## config.mk

```make
export PLATFORM = sky130hd
export DESIGN_NAME = deser_output_gpio_control
export DESIGN_NICKNAME = d
export VERILOG_FILES = /design/src/design/deser_out_pkg.sv /design/src/design/deser_output_gpio_control.sv /design/src/design/pin_sync.sv
export VERILOG_INCLUDE_DIRS = /design/src /design/src/design
export SDC_FILE = /design/constraint.sdc
export NUM_CORES = 1
export LEC_CHECK = 0
export BUFFER_PORTS_ARGS = -buffer_cell sky130_fd_sc_hd__buf_2
export CORE_UTILIZATION = 54
export DETAILED_ROUTE_END_ITERATION = 10
export MAX_ROUTING_LAYER = met4
export PLACE_DENSITY_LB_ADDON = 0.2
export SLEW_MARGIN = 10
export SYNTH_ARGS = -nofsm -noshare
export SYNTH_HDL_FRONTEND = slang
export SYNTH_SLANG_ARGS = --single-unit
```

## constraint.sdc

```tcl
create_clock -name i_mclk -period 1.9 [get_ports i_mclk]
set_clock_uncertainty 0.05 [all_clocks]
set_input_delay 0.38 -clock i_mclk [delete_from_list [all_inputs] [get_ports i_mclk]]
set_output_delay 0.38 -clock i_mclk [all_outputs]
set_load 0.005 [all_outputs]
```

## src/design/deser_out_defs.svh

```systemverilog
// Register offsets, field positions, reset values and codes for the output control block
`ifndef DESER_OUT_DEFS_SVH
`define DESER_OUT_DEFS_SVH

// Register offsets on the control bus
`define ADDR_CFG 8'h02
`define ADDR_CFG1 8'h03
`define ADDR_ALIAS 8'h08
`define ADDR_MODE 8'h09
`define ADDR_STATUS 8'h1c
`define ADDR_GPIO0 8'h1d
`define ADDR_GPIO12 8'h1e
`define ADDR_GPIO3_OUT4 8'h1f
`define ADDR_OUT56 8'h20
`define ADDR_OUT78 8'h21

// Reset values
`define RST_CFG 8'h00
`define RST_CFG1 8'h00
`define RST_ALIAS 8'h00
`define RST_MODE 8'h00
`define RST_GPIO 8'h00

// Configuration register fields
`define CFG_OUT_EN 7
`define CFG_PIN_OVR 6
`define CFG_OSS 4
`define CFG_LF_OVR 1
`define CFG_LF 0
`define CFG1_PASSTHRU 3
`define MODE_OVR_EN 4
`define MODE_AUDIO_I2S 5

// Nibble codes for GPIO lanes and register-driven outputs
`define NIB_GPIO_FWD 4'h5
`define NIB_GPIO_BCK 4'h3
`define NIB_OUT_HI 4'h9
`define NIB_OUT_LO 4'h1

// Low colour bits reused as GPIO lanes in 18-bit mode
`define GPIO0_BIT 16
`define GPIO1_BIT 17
`define GPIO2_BIT 8
`define GPIO3_BIT 9

// Strap decode
`define NUM_MODES 4'ha
`define STRAP_SETTLE 2'h2

`endif

```

## src/design/deser_out_pkg.sv

```systemverilog
// Types shared by the output control block and its surroundings
package deser_out_pkg;

  // Control bus request, one cycle per access
  typedef struct packed {
    logic [7:0] addr;
    logic [7:0] wdata;
    logic wr;
    logic rd;
  } reg_req_s;

  // Status carried in by the forward channel
  typedef struct packed {
    logic cdr_locked;
    logic link_active;
    logic mode18;
    logic [3:0] gpio;
  } fwd_link_s;

  // State sent out on the back channel
  typedef struct packed {
    logic irq_n;
    logic irq_fall;
    logic [3:0] gpio;
  } back_link_s;

  typedef enum logic {LOCK_ACQUIRE, LOCK_HELD} lock_state_e;

  // Ten strap configuration modes, in strap code order
  typedef enum logic [3:0] {
    MODE_NORMAL,
    MODE_LF,
    MODE_BACKCOMPAT,
    MODE_BACKCOMPAT_LF,
    MODE_REPEATER,
    MODE_REPEATER_LF,
    MODE_I2S_B,
    MODE_I2S_B_LF,
    MODE_I2S_B_REPEATER,
    MODE_I2S_B_REPEATER_LF
  } cfg_mode_e;

endpackage

```

## src/design/deser_output_gpio_control.sv

```systemverilog
// Output-side control of a link deserializer: irq forward, GPIO lanes, outputs
//
// Overview of operation
// - Low downstream irq input is carried over the back channel.
// - In 18-bit mode low red and green bits become four GPIO lanes.
// - 18-bit mode is loaded from the serializer, no local write needed.
// - Device nibble 0x5 means forward output, 0x3 means back-channel input.
// - GPIO0 at 0x1D, GPIO1/2 low/high of 0x1E, GPIO3 low of 0x1F.
// - Five register outputs are driven only from local register bits.
// - Writing 0x90 to 0x21 drives the highest register output high.
// - Outputs 8..4 sit in 0x21, 0x20, 0x1F; nibble 9 high, 1 low.
// - After power-up the lock pin is off or low per output enable.
// - Lock goes high once lock completes; data and clock valid.
// - Output state follows power-down, output enable and sleep select.
// - Low frequency mode selects 5 to below 15 MHz, else 15 to 85.
// - Strap input decodes to ten modes; a register can replace it.
// - At most two repeater levels, three transmitters per receiver.
// - Repeater control bus passes through and supports target aliases.
// - Repeater supplies video and either packetized or serial audio.
// - Override bit 1 of 0x02 takes low frequency mode from bit 0.
`timescale 1ns/10ps
`include "deser_out_defs.svh"
module deser_output_gpio_control
  import deser_out_pkg::*;
(
  input wire logic i_mclk,
  input wire logic i_rst_n,
  input wire reg_req_s i_reg_req,
  output logic [7:0] o_reg_rdata,
  output logic o_reg_rvalid,
  input wire fwd_link_s i_fwd,
  output back_link_s o_bck,
  input wire logic [23:0] i_rgb,
  input wire logic i_downstream_irq_in_n,
  input wire logic [3:0] i_gpio_pin,
  input wire logic i_oen_pin,
  input wire logic i_output_sleep_state_select_pin,
  input wire logic [3:0] i_strap_mode_select,
  output logic o_lock,
  output logic o_lock_oe,
  output logic [23:0] o_rgb,
  output logic [23:0] o_rgb_oe,
  output logic o_pclk_en,
  output logic o_pclk_oe,
  output logic [4:0] o_reg_out,
  output logic [4:0] o_reg_out_oe,
  output logic o_low_freq_mode,
  output logic o_repeater_mode,
  output logic o_i2c_passthru,
  output logic [6:0] o_target_alias,
  output logic o_rpt_audio_i2s
);

  localparam int GPIO_BIT [4] = '{`GPIO0_BIT, `GPIO1_BIT, `GPIO2_BIT, `GPIO3_BIT};

  // Register file
  logic [7:0] cfg_r, cfg_nxt;
  logic [7:0] cfg1_r, cfg1_nxt;
  logic [7:0] alias_r, alias_nxt;
  logic [7:0] mode_r, mode_nxt;
  logic [7:0] gpio0_r, gpio0_nxt;
  logic [7:0] gpio12_r, gpio12_nxt;
  logic [7:0] gpio3o4_r, gpio3o4_nxt;
  logic [7:0] out56_r, out56_nxt;
  logic [7:0] out78_r, out78_nxt;
  logic [7:0] rdata_nxt;
  logic [7:0] status_w;

  // Lock and mode state
  lock_state_e state_r, state_nxt;
  cfg_mode_e strap_mode_r, strap_mode_nxt;
  logic [1:0] strap_cnt_r, strap_cnt_nxt;
  logic mode18_r, mode18_nxt;
  logic lf_nxt;

  // Output next values
  logic lock_nxt, lock_oe_nxt;
  logic [23:0] rgb_nxt, rgb_oe_nxt;
  logic pclk_en_nxt, pclk_oe_nxt;
  logic [4:0] reg_out_nxt, reg_out_oe_nxt;
  back_link_s bck_nxt;
  logic repeater_nxt;

  // Synchronised pins
  logic [10:0] pins_s;
  logic irq_s;
  logic [3:0] gpio_s;
  logic oen_s, oss_s;
  logic [3:0] strap_s;

  // Derived levels
  cfg_mode_e mode_eff;
  logic oen_eff, oss_eff, locked, valid;
  logic [3:0] gnib [4];
  logic [3:0] onib [5];

  // Every pin passes two flops before any logic reads it
  // Enables reset low so nothing is driven while the pins settle; irq resets idle high
  pin_sync #(.W(11), .RST_VAL(11'h7cf)) u_pin_sync (
    .i_mclk(i_mclk),
    .i_rst_n(i_rst_n),
    .i_async({i_downstream_irq_in_n, i_gpio_pin, i_oen_pin, i_output_sleep_state_select_pin,
              i_strap_mode_select}),
    .o_sync(pins_s)
  );

  assign {irq_s, gpio_s, oen_s, oss_s, strap_s} = pins_s;

  // Lane nibbles: GPIO0 low of 0x1D, GPIO1/2 in 0x1E, GPIO3 low of 0x1F
  assign gnib[0] = gpio0_r[3:0];
  assign gnib[1] = gpio12_r[3:0];
  assign gnib[2] = gpio12_r[7:4];
  assign gnib[3] = gpio3o4_r[3:0];
  // Output 4 high of 0x1F, 5/6 in 0x20, 7/8 in 0x21
  assign onib[0] = gpio3o4_r[7:4];
  assign onib[1] = out56_r[3:0];
  assign onib[2] = out56_r[7:4];
  assign onib[3] = out78_r[3:0];
  assign onib[4] = out78_r[7:4];

  function automatic cfg_mode_e decode_mode(input logic [3:0] code);
    // Codes past the last mode fall back to normal operation
    decode_mode = (code < `NUM_MODES) ? cfg_mode_e'(code) : MODE_NORMAL;
  endfunction

  function automatic logic mode_is_lf(input cfg_mode_e m);
    case (m)
      MODE_LF, MODE_BACKCOMPAT_LF, MODE_REPEATER_LF, MODE_I2S_B_LF,
      MODE_I2S_B_REPEATER_LF: mode_is_lf = 1'b1;
      default: mode_is_lf = 1'b0;
    endcase
  endfunction

  function automatic logic mode_is_rpt(input cfg_mode_e m);
    case (m)
      MODE_REPEATER, MODE_REPEATER_LF, MODE_I2S_B_REPEATER,
      MODE_I2S_B_REPEATER_LF: mode_is_rpt = 1'b1;
      default: mode_is_rpt = 1'b0;
    endcase
  endfunction

  // Register override replaces the strap mode when enabled
  assign mode_eff = mode_r[`MODE_OVR_EN] ? decode_mode(mode_r[3:0]) : strap_mode_r;
  // Pin or register source for output enable and sleep select
  assign oen_eff = cfg_r[`CFG_PIN_OVR] ? cfg_r[`CFG_OUT_EN] : oen_s;
  assign oss_eff = cfg_r[`CFG_PIN_OVR] ? cfg_r[`CFG_OSS] : oss_s;
  assign locked = (state_r == LOCK_HELD);
  assign valid = oen_eff & oss_eff & locked & i_fwd.link_active;
  assign status_w = {locked, mode18_r, o_bck.irq_n, o_low_freq_mode, gpio_s};

  // Register writes and registered read answer
  always_comb
  begin
    cfg_nxt = cfg_r;
    cfg1_nxt = cfg1_r;
    alias_nxt = alias_r;
    mode_nxt = mode_r;
    gpio0_nxt = gpio0_r;
    gpio12_nxt = gpio12_r;
    gpio3o4_nxt = gpio3o4_r;
    out56_nxt = out56_r;
    out78_nxt = out78_r;
    rdata_nxt = 8'h00;
    if (i_reg_req.wr)
    begin
      case (i_reg_req.addr)
        `ADDR_CFG: cfg_nxt = i_reg_req.wdata;
        `ADDR_CFG1: cfg1_nxt = i_reg_req.wdata;
        `ADDR_ALIAS: alias_nxt = i_reg_req.wdata;
        `ADDR_MODE: mode_nxt = i_reg_req.wdata;
        `ADDR_GPIO0: gpio0_nxt = i_reg_req.wdata;
        `ADDR_GPIO12: gpio12_nxt = i_reg_req.wdata;
        `ADDR_GPIO3_OUT4: gpio3o4_nxt = i_reg_req.wdata;
        `ADDR_OUT56: out56_nxt = i_reg_req.wdata;
        `ADDR_OUT78: out78_nxt = i_reg_req.wdata; // 0x90 drives output 8 high
        default: cfg_nxt = cfg_r;
      endcase
    end
    if (i_reg_req.rd)
    begin
      case (i_reg_req.addr)
        `ADDR_CFG: rdata_nxt = cfg_r;
        `ADDR_CFG1: rdata_nxt = cfg1_r;
        `ADDR_ALIAS: rdata_nxt = alias_r;
        `ADDR_MODE: rdata_nxt = mode_r;
        `ADDR_STATUS: rdata_nxt = status_w;
        `ADDR_GPIO0: rdata_nxt = gpio0_r;
        `ADDR_GPIO12: rdata_nxt = gpio12_r;
        `ADDR_GPIO3_OUT4: rdata_nxt = gpio3o4_r;
        `ADDR_OUT56: rdata_nxt = out56_r;
        `ADDR_OUT78: rdata_nxt = out78_r;
        default: rdata_nxt = 8'h00;
      endcase
    end
  end

  always_ff @(posedge i_mclk or negedge i_rst_n)
  begin
    if (!i_rst_n)
    begin
      cfg_r <= `RST_CFG;
      cfg1_r <= `RST_CFG1;
      alias_r <= `RST_ALIAS;
      mode_r <= `RST_MODE;
      gpio0_r <= `RST_GPIO;
      gpio12_r <= `RST_GPIO;
      gpio3o4_r <= `RST_GPIO;
      out56_r <= `RST_GPIO;
      out78_r <= `RST_GPIO;
      o_reg_rdata <= 8'h00;
      o_reg_rvalid <= 1'b0;
    end
    else
    begin
      cfg_r <= cfg_nxt;
      cfg1_r <= cfg1_nxt;
      alias_r <= alias_nxt;
      mode_r <= mode_nxt;
      gpio0_r <= gpio0_nxt;
      gpio12_r <= gpio12_nxt;
      gpio3o4_r <= gpio3o4_nxt;
      out56_r <= out56_nxt;
      out78_r <= out78_nxt;
      o_reg_rdata <= rdata_nxt;
      o_reg_rvalid <= i_reg_req.rd;
    end
  end

  // Lock sequence, strap capture and mode loading
  always_comb
  begin
    state_nxt = state_r;
    strap_cnt_nxt = strap_cnt_r;
    strap_mode_nxt = strap_mode_r;
    mode18_nxt = mode18_r;
    lf_nxt = o_low_freq_mode;
    // Strap is sampled once the synchroniser has filled after power-up
    if (strap_cnt_r != `STRAP_SETTLE)
      strap_cnt_nxt = strap_cnt_r + 2'h1;
    else if (strap_cnt_r == `STRAP_SETTLE && state_r == LOCK_ACQUIRE)
      strap_mode_nxt = decode_mode(strap_s);
    case (state_r)
      LOCK_ACQUIRE:
      begin
        // Range only changes while unlocked, so a change needs a relock
        lf_nxt = cfg_r[`CFG_LF_OVR] ? cfg_r[`CFG_LF] : mode_is_lf(mode_eff);
        if (i_fwd.cdr_locked && strap_cnt_r == `STRAP_SETTLE)
          state_nxt = LOCK_HELD;
      end
      LOCK_HELD:
      begin
        if (!i_fwd.cdr_locked)
          state_nxt = LOCK_ACQUIRE;
      end
      default: state_nxt = LOCK_ACQUIRE;
    endcase
    // 18-bit mode follows the serializer whenever the link is locked
    if (i_fwd.cdr_locked)
      mode18_nxt = i_fwd.mode18;
  end

  // Power-down reset returns everything here to the acquire state
  always_ff @(posedge i_mclk or negedge i_rst_n)
  begin
    if (!i_rst_n)
    begin
      state_r <= LOCK_ACQUIRE;
      strap_cnt_r <= 2'h0;
      strap_mode_r <= MODE_NORMAL;
      mode18_r <= 1'b0;
      o_low_freq_mode <= 1'b0;
    end
    else
    begin
      state_r <= state_nxt;
      strap_cnt_r <= strap_cnt_nxt;
      strap_mode_r <= strap_mode_nxt;
      mode18_r <= mode18_nxt;
      o_low_freq_mode <= lf_nxt;
    end
  end

  // Pin output states, GPIO lanes, register outputs and back channel
  always_comb
  begin
    // Lock pin: off or low while acquiring, high once locked
    lock_nxt = locked;
    lock_oe_nxt = oen_eff | locked;
    // Data and clock: off without enable, low unless fully valid
    rgb_oe_nxt = {24{oen_eff}};
    rgb_nxt = valid ? i_rgb : 24'h000000;
    pclk_oe_nxt = oen_eff;
    pclk_en_nxt = valid;
    bck_nxt.gpio = 4'h0;
    for (int g = 0; g < 4; g++)
    begin
      if (mode18_r)
      begin
        // Lanes replace the low colour bits only in 18-bit mode
        if (gnib[g] == `NIB_GPIO_FWD)
          rgb_nxt[GPIO_BIT[g]] = valid & i_fwd.gpio[g];
        else if (gnib[g] == `NIB_GPIO_BCK)
        begin
          rgb_oe_nxt[GPIO_BIT[g]] = 1'b0;
          bck_nxt.gpio[g] = gpio_s[g];
        end
        else
          rgb_nxt[GPIO_BIT[g]] = 1'b0;
      end
    end
    // Register outputs never look at the link
    for (int k = 0; k < 5; k++)
    begin
      reg_out_oe_nxt[k] = (onib[k] == `NIB_OUT_HI) || (onib[k] == `NIB_OUT_LO);
      reg_out_nxt[k] = (onib[k] == `NIB_OUT_HI);
    end
    // Level forwarded as is; the fall pulse marks a new interrupt cycle
    bck_nxt.irq_n = irq_s;
    bck_nxt.irq_fall = o_bck.irq_n & ~irq_s;
    // Repeater fan-out is limited by board wiring, not by this logic
    repeater_nxt = mode_is_rpt(mode_eff);
  end

  // Reset leaves every pin undriven, matching power-down
  always_ff @(posedge i_mclk or negedge i_rst_n)
  begin
    if (!i_rst_n)
    begin
      o_lock <= 1'b0;
      o_lock_oe <= 1'b0;
      o_rgb <= 24'h000000;
      o_rgb_oe <= 24'h000000;
      o_pclk_en <= 1'b0;
      o_pclk_oe <= 1'b0;
      o_reg_out <= 5'h00;
      o_reg_out_oe <= 5'h00;
      o_bck <= '{irq_n: 1'b1, irq_fall: 1'b0, gpio: 4'h0};
      o_repeater_mode <= 1'b0;
      o_i2c_passthru <= 1'b0;
      o_target_alias <= 7'h00;
      o_rpt_audio_i2s <= 1'b0;
    end
    else
    begin
      o_lock <= lock_nxt;
      o_lock_oe <= lock_oe_nxt;
      o_rgb <= rgb_nxt;
      o_rgb_oe <= rgb_oe_nxt;
      o_pclk_en <= pclk_en_nxt;
      o_pclk_oe <= pclk_oe_nxt;
      o_reg_out <= reg_out_nxt;
      o_reg_out_oe <= reg_out_oe_nxt;
      o_bck <= bck_nxt;
      o_repeater_mode <= repeater_nxt;
      o_i2c_passthru <= cfg1_r[`CFG1_PASSTHRU];
      o_target_alias <= alias_r[7:1];
      o_rpt_audio_i2s <= repeater_nxt & mode_r[`MODE_AUDIO_I2S];
    end
  end

endmodule

```

## src/design/pin_sync.sv

```systemverilog
// Two-flop synchroniser for a group of pin inputs
`timescale 1ns/10ps
module pin_sync #(
  parameter int W = 1,
  parameter logic [W-1:0] RST_VAL = '1
) (
  input wire logic i_mclk,
  input wire logic i_rst_n,
  input wire logic [W-1:0] i_async,
  output logic [W-1:0] o_sync
);

  logic [W-1:0] meta_r;
  logic [W-1:0] meta_nxt;
  logic [W-1:0] sync_nxt;

  // First stage feeds only the second stage
  always_comb
  begin
    meta_nxt = i_async;
    sync_nxt = meta_r;
  end

  // Both stages reset to each pin's idle level, so no false edge or enable follows reset
  always_ff @(posedge i_mclk or negedge i_rst_n)
  begin
    if (!i_rst_n)
    begin
      meta_r <= RST_VAL;
      o_sync <= RST_VAL;
    end
    else
    begin
      meta_r <= meta_nxt;
      o_sync <= sync_nxt;
    end
  end

endmodule

```

==> out/qor.csv <==
metric,value,unit
outcome,"finished, final reports clean",
fin_tns_setup,0,ns
num_io_pins,150,
clock.fmax,549,MHz
worstSetupPathType,input pin to register,
initial_core_util,0.564,
final_area,8770,um2
hold_class,input pin to register,
setup_viol,0,
routed_wl,15400,um
cts_sinks,170,
final_common_cell,dfrtp_1,
rr_endpoint,o_rgb[5],
place_area,8040,um2
antenna_found_initial,0,
wl_per_cell,17.9,um
firstDrtPassIters,4,
ctsRootBufferMaster,clkbuf_16,
hold_viol,0,
cts_tree,yes,
largest_reg_flops,24,
dieWidth,115,um
port-buffer-count,149,
grt_pass1_wl,24200,um
rr_worst_depth,4,
maxSlewHeadroom,0.594,
power_density,915,nW/um2
gr-total-overflow,0,
insertion_delay,0.43,ns
final_cell_mix,"151 x dfrtp_1, 148 x buf_2, 73 x mux2_2",
drc,0,
critPathTopFamily,simple AND/OR/NAND/NOR gates,
grt_pass1_vias,4668,
grt_setup_unrepaired,false,
htree_levels,4,
synth.ff_latch_count,170,
vias_per_cell,5.33,
fin_nets,745,
drtIter0Drc,221,
grt_max_degree,53,
die_area,13200,um2
worst_slew_pin_slew,0.610,ns
cts_buffer_depth,2,
arrival,2.08,ns
syn_avg_cell_area,13.8,um2
period_minus_slack,1.82,ns
rows,40,
holdPathEnd,o_reg_rvalid,
synthArstFlopShare,1.00,
ir_worst_vdd,598,uV
yosysSeqAreaShare,0.621,
vias,4587,
cts_buffers,17,
multi_input_area,2410,um2
regArea,4280,um2
cts_setup_buffers,0,
crit_fanout,8,
top_regs,"o_rgb x24, u_pin_sync.meta_r x11, u_pin_sync.o_sync x11",
top_register,o_rgb,
syn_inst,500,
maxCapViolations,0,
synth.cell_area,6890,um2
min_path_cells,1,
yosys.cell_types.count,47,
hp-start,i_reg_req[0],
fp.dieH,115,um
yosys_warnings,0,
synth_edf_count,0,
rrSetupSlack,0.36,ns
end_kind,register,
track_usage,0.260,
synthFlopType,dfrtp_1,
syn_nets,563,
crit_path_cell_trace,buf_2 > or4_4 > or3_1 > nand2b_1 > mux2_2,
diodes,0,
crit_required,2.16,ns
period_share,0.960,
dp_hpwl,10800,um
drive_gt1_frac,0.474,
worstSetupStartpointType,input pin,
coreArea,12200,um2
slowest_stage,or4_4,
path_buf_inv,1,
ant_nets,0,
n_fill_cell,877,
area_growth,27.3,%
drv_slew,0,
path_clk_slew,0.06,ns
p_leak,0.00443,uW
gp_congestion,0.877,
critical_path.max_stage_delay,0.54,ns
r2r-start,cfg_r[6],
cell families after synthesis:
family          count (synthesis)  share of synthesized area
flops                         170                      0.621
simple gates                  118                      0.101
mux                           105                      0.174
compound gates                 61                     0.0619
buf+inv                        41                     0.0361
xor+xnor                        4                    0.00508
fa+ha+maj                       1                    0.00181
metrics by stage:
step	hold WS (ns)	power, uW	worst slack [ns]	instances	util
after floorplan	0.0344	4190	-0.278	500	-
after global placement	0.224	4510	-0.425	819	0.658
after detailed placement	0.231	4530	-0.445	819	0.658
after CTS	0.0136	8080	0.00976	860	0.718
after global routing	0.0157	8310	0.0256	860	0.719
final	0.0359	8030	0.0769	860	0.719
how the worst max path moves through the flow:
stage / depth (start not counted) / end / from
floorplan: 6 / out78_r[0] / i_reg_req[14]
global placement: 5 / out78_r[3] / i_reg_req[14]
detailed placement: 5 / out78_r[7] / i_reg_req[14]
global route: 7 / cfg_r[4] / i_reg_req[14]
CTS: 7 / cfg_r[4] / i_reg_req[14]
finish: 5 / out56_r[2] / i_reg_req[14]
worst register-to-register path, cell delays in order, from the launching register on:
cell and delay [ns]:
dfrtp_1 0.42, nor2b_1 0.16, a32oi_1 0.12, nor2_2 0.49
and2_1 0.23
final cells by class:
class / count / area share
clock buffer: 20 / 0.0520
clock inverter: 9 / 0.0168
inverter: 3 / 0.00128
multi-input combinational: 289 / 0.275
sequential: 170 / 0.488
tap: 168 / 0.0240
timing repair buffer: 201 / 0.144
metal layers:
layer | up-vias | GRT usage | wire length [um]
met5 | - | - | 0
met2 | 174 | 0.391 | 7190
li1 | 2128 | - | -
met1 | 2260 | 0.338 | 6940
met4 | 0 | 0.120 | 430
met3 | 25 | 0.0596 | 790
synthesized netlist by cell type, types with 2 or more instances:
master	number	share of area
mux2_4	8	0.017
inv_1	3	0.0016
a311oi_1	2	0.0025
a211oi_1	6	0.0065
a22o_1	8	0.010
clkbuf_1	11	0.0060
buf_2	4	0.0029
nor3_1	12	0.0087
xnor2_1	4	0.0051
a22oi_1	6	0.0065
a2bb2oi_1	7	0.0089
nor3b_2	2	0.0036
a21oi_1	6	0.0044
buf_4	20	0.022
nand2_1	16	0.0087
dfstp_2	19	0.072
dfrtp_1	151	0.55
and3_1	3	0.0027
and2_1	30	0.027
buf_6	2	0.0033
mux2i_1	22	0.032
o22ai_1	7	0.0064
nand3b_1	4	0.0044
mux2_2	74	0.12
nor3b_1	6	0.0065
o21ai_0	13	0.0094
nand2b_1	17	0.015
nor2b_1	6	0.0054
nor2_1	11	0.0060
or3_1	2	0.0018
a32oi_1	2	0.0025
where the power goes:
| part | internal [uW] | switching (uW) |
|---|---|---|
| logic | 300 | 303 |
| registers | 3780 | 103 |
| clock network | 2230 | 1310 |
| total | 6320 | 1710 |
what timing repair did:
item | 4_1_cts | 5_1_grt
hold buffers | 12 | 0
resized for setup | 1 | 3
hold endpoints to repair | 30 | 0
setup endpoints to repair | 5 | 36
Power figures use the tool's default switching activity.
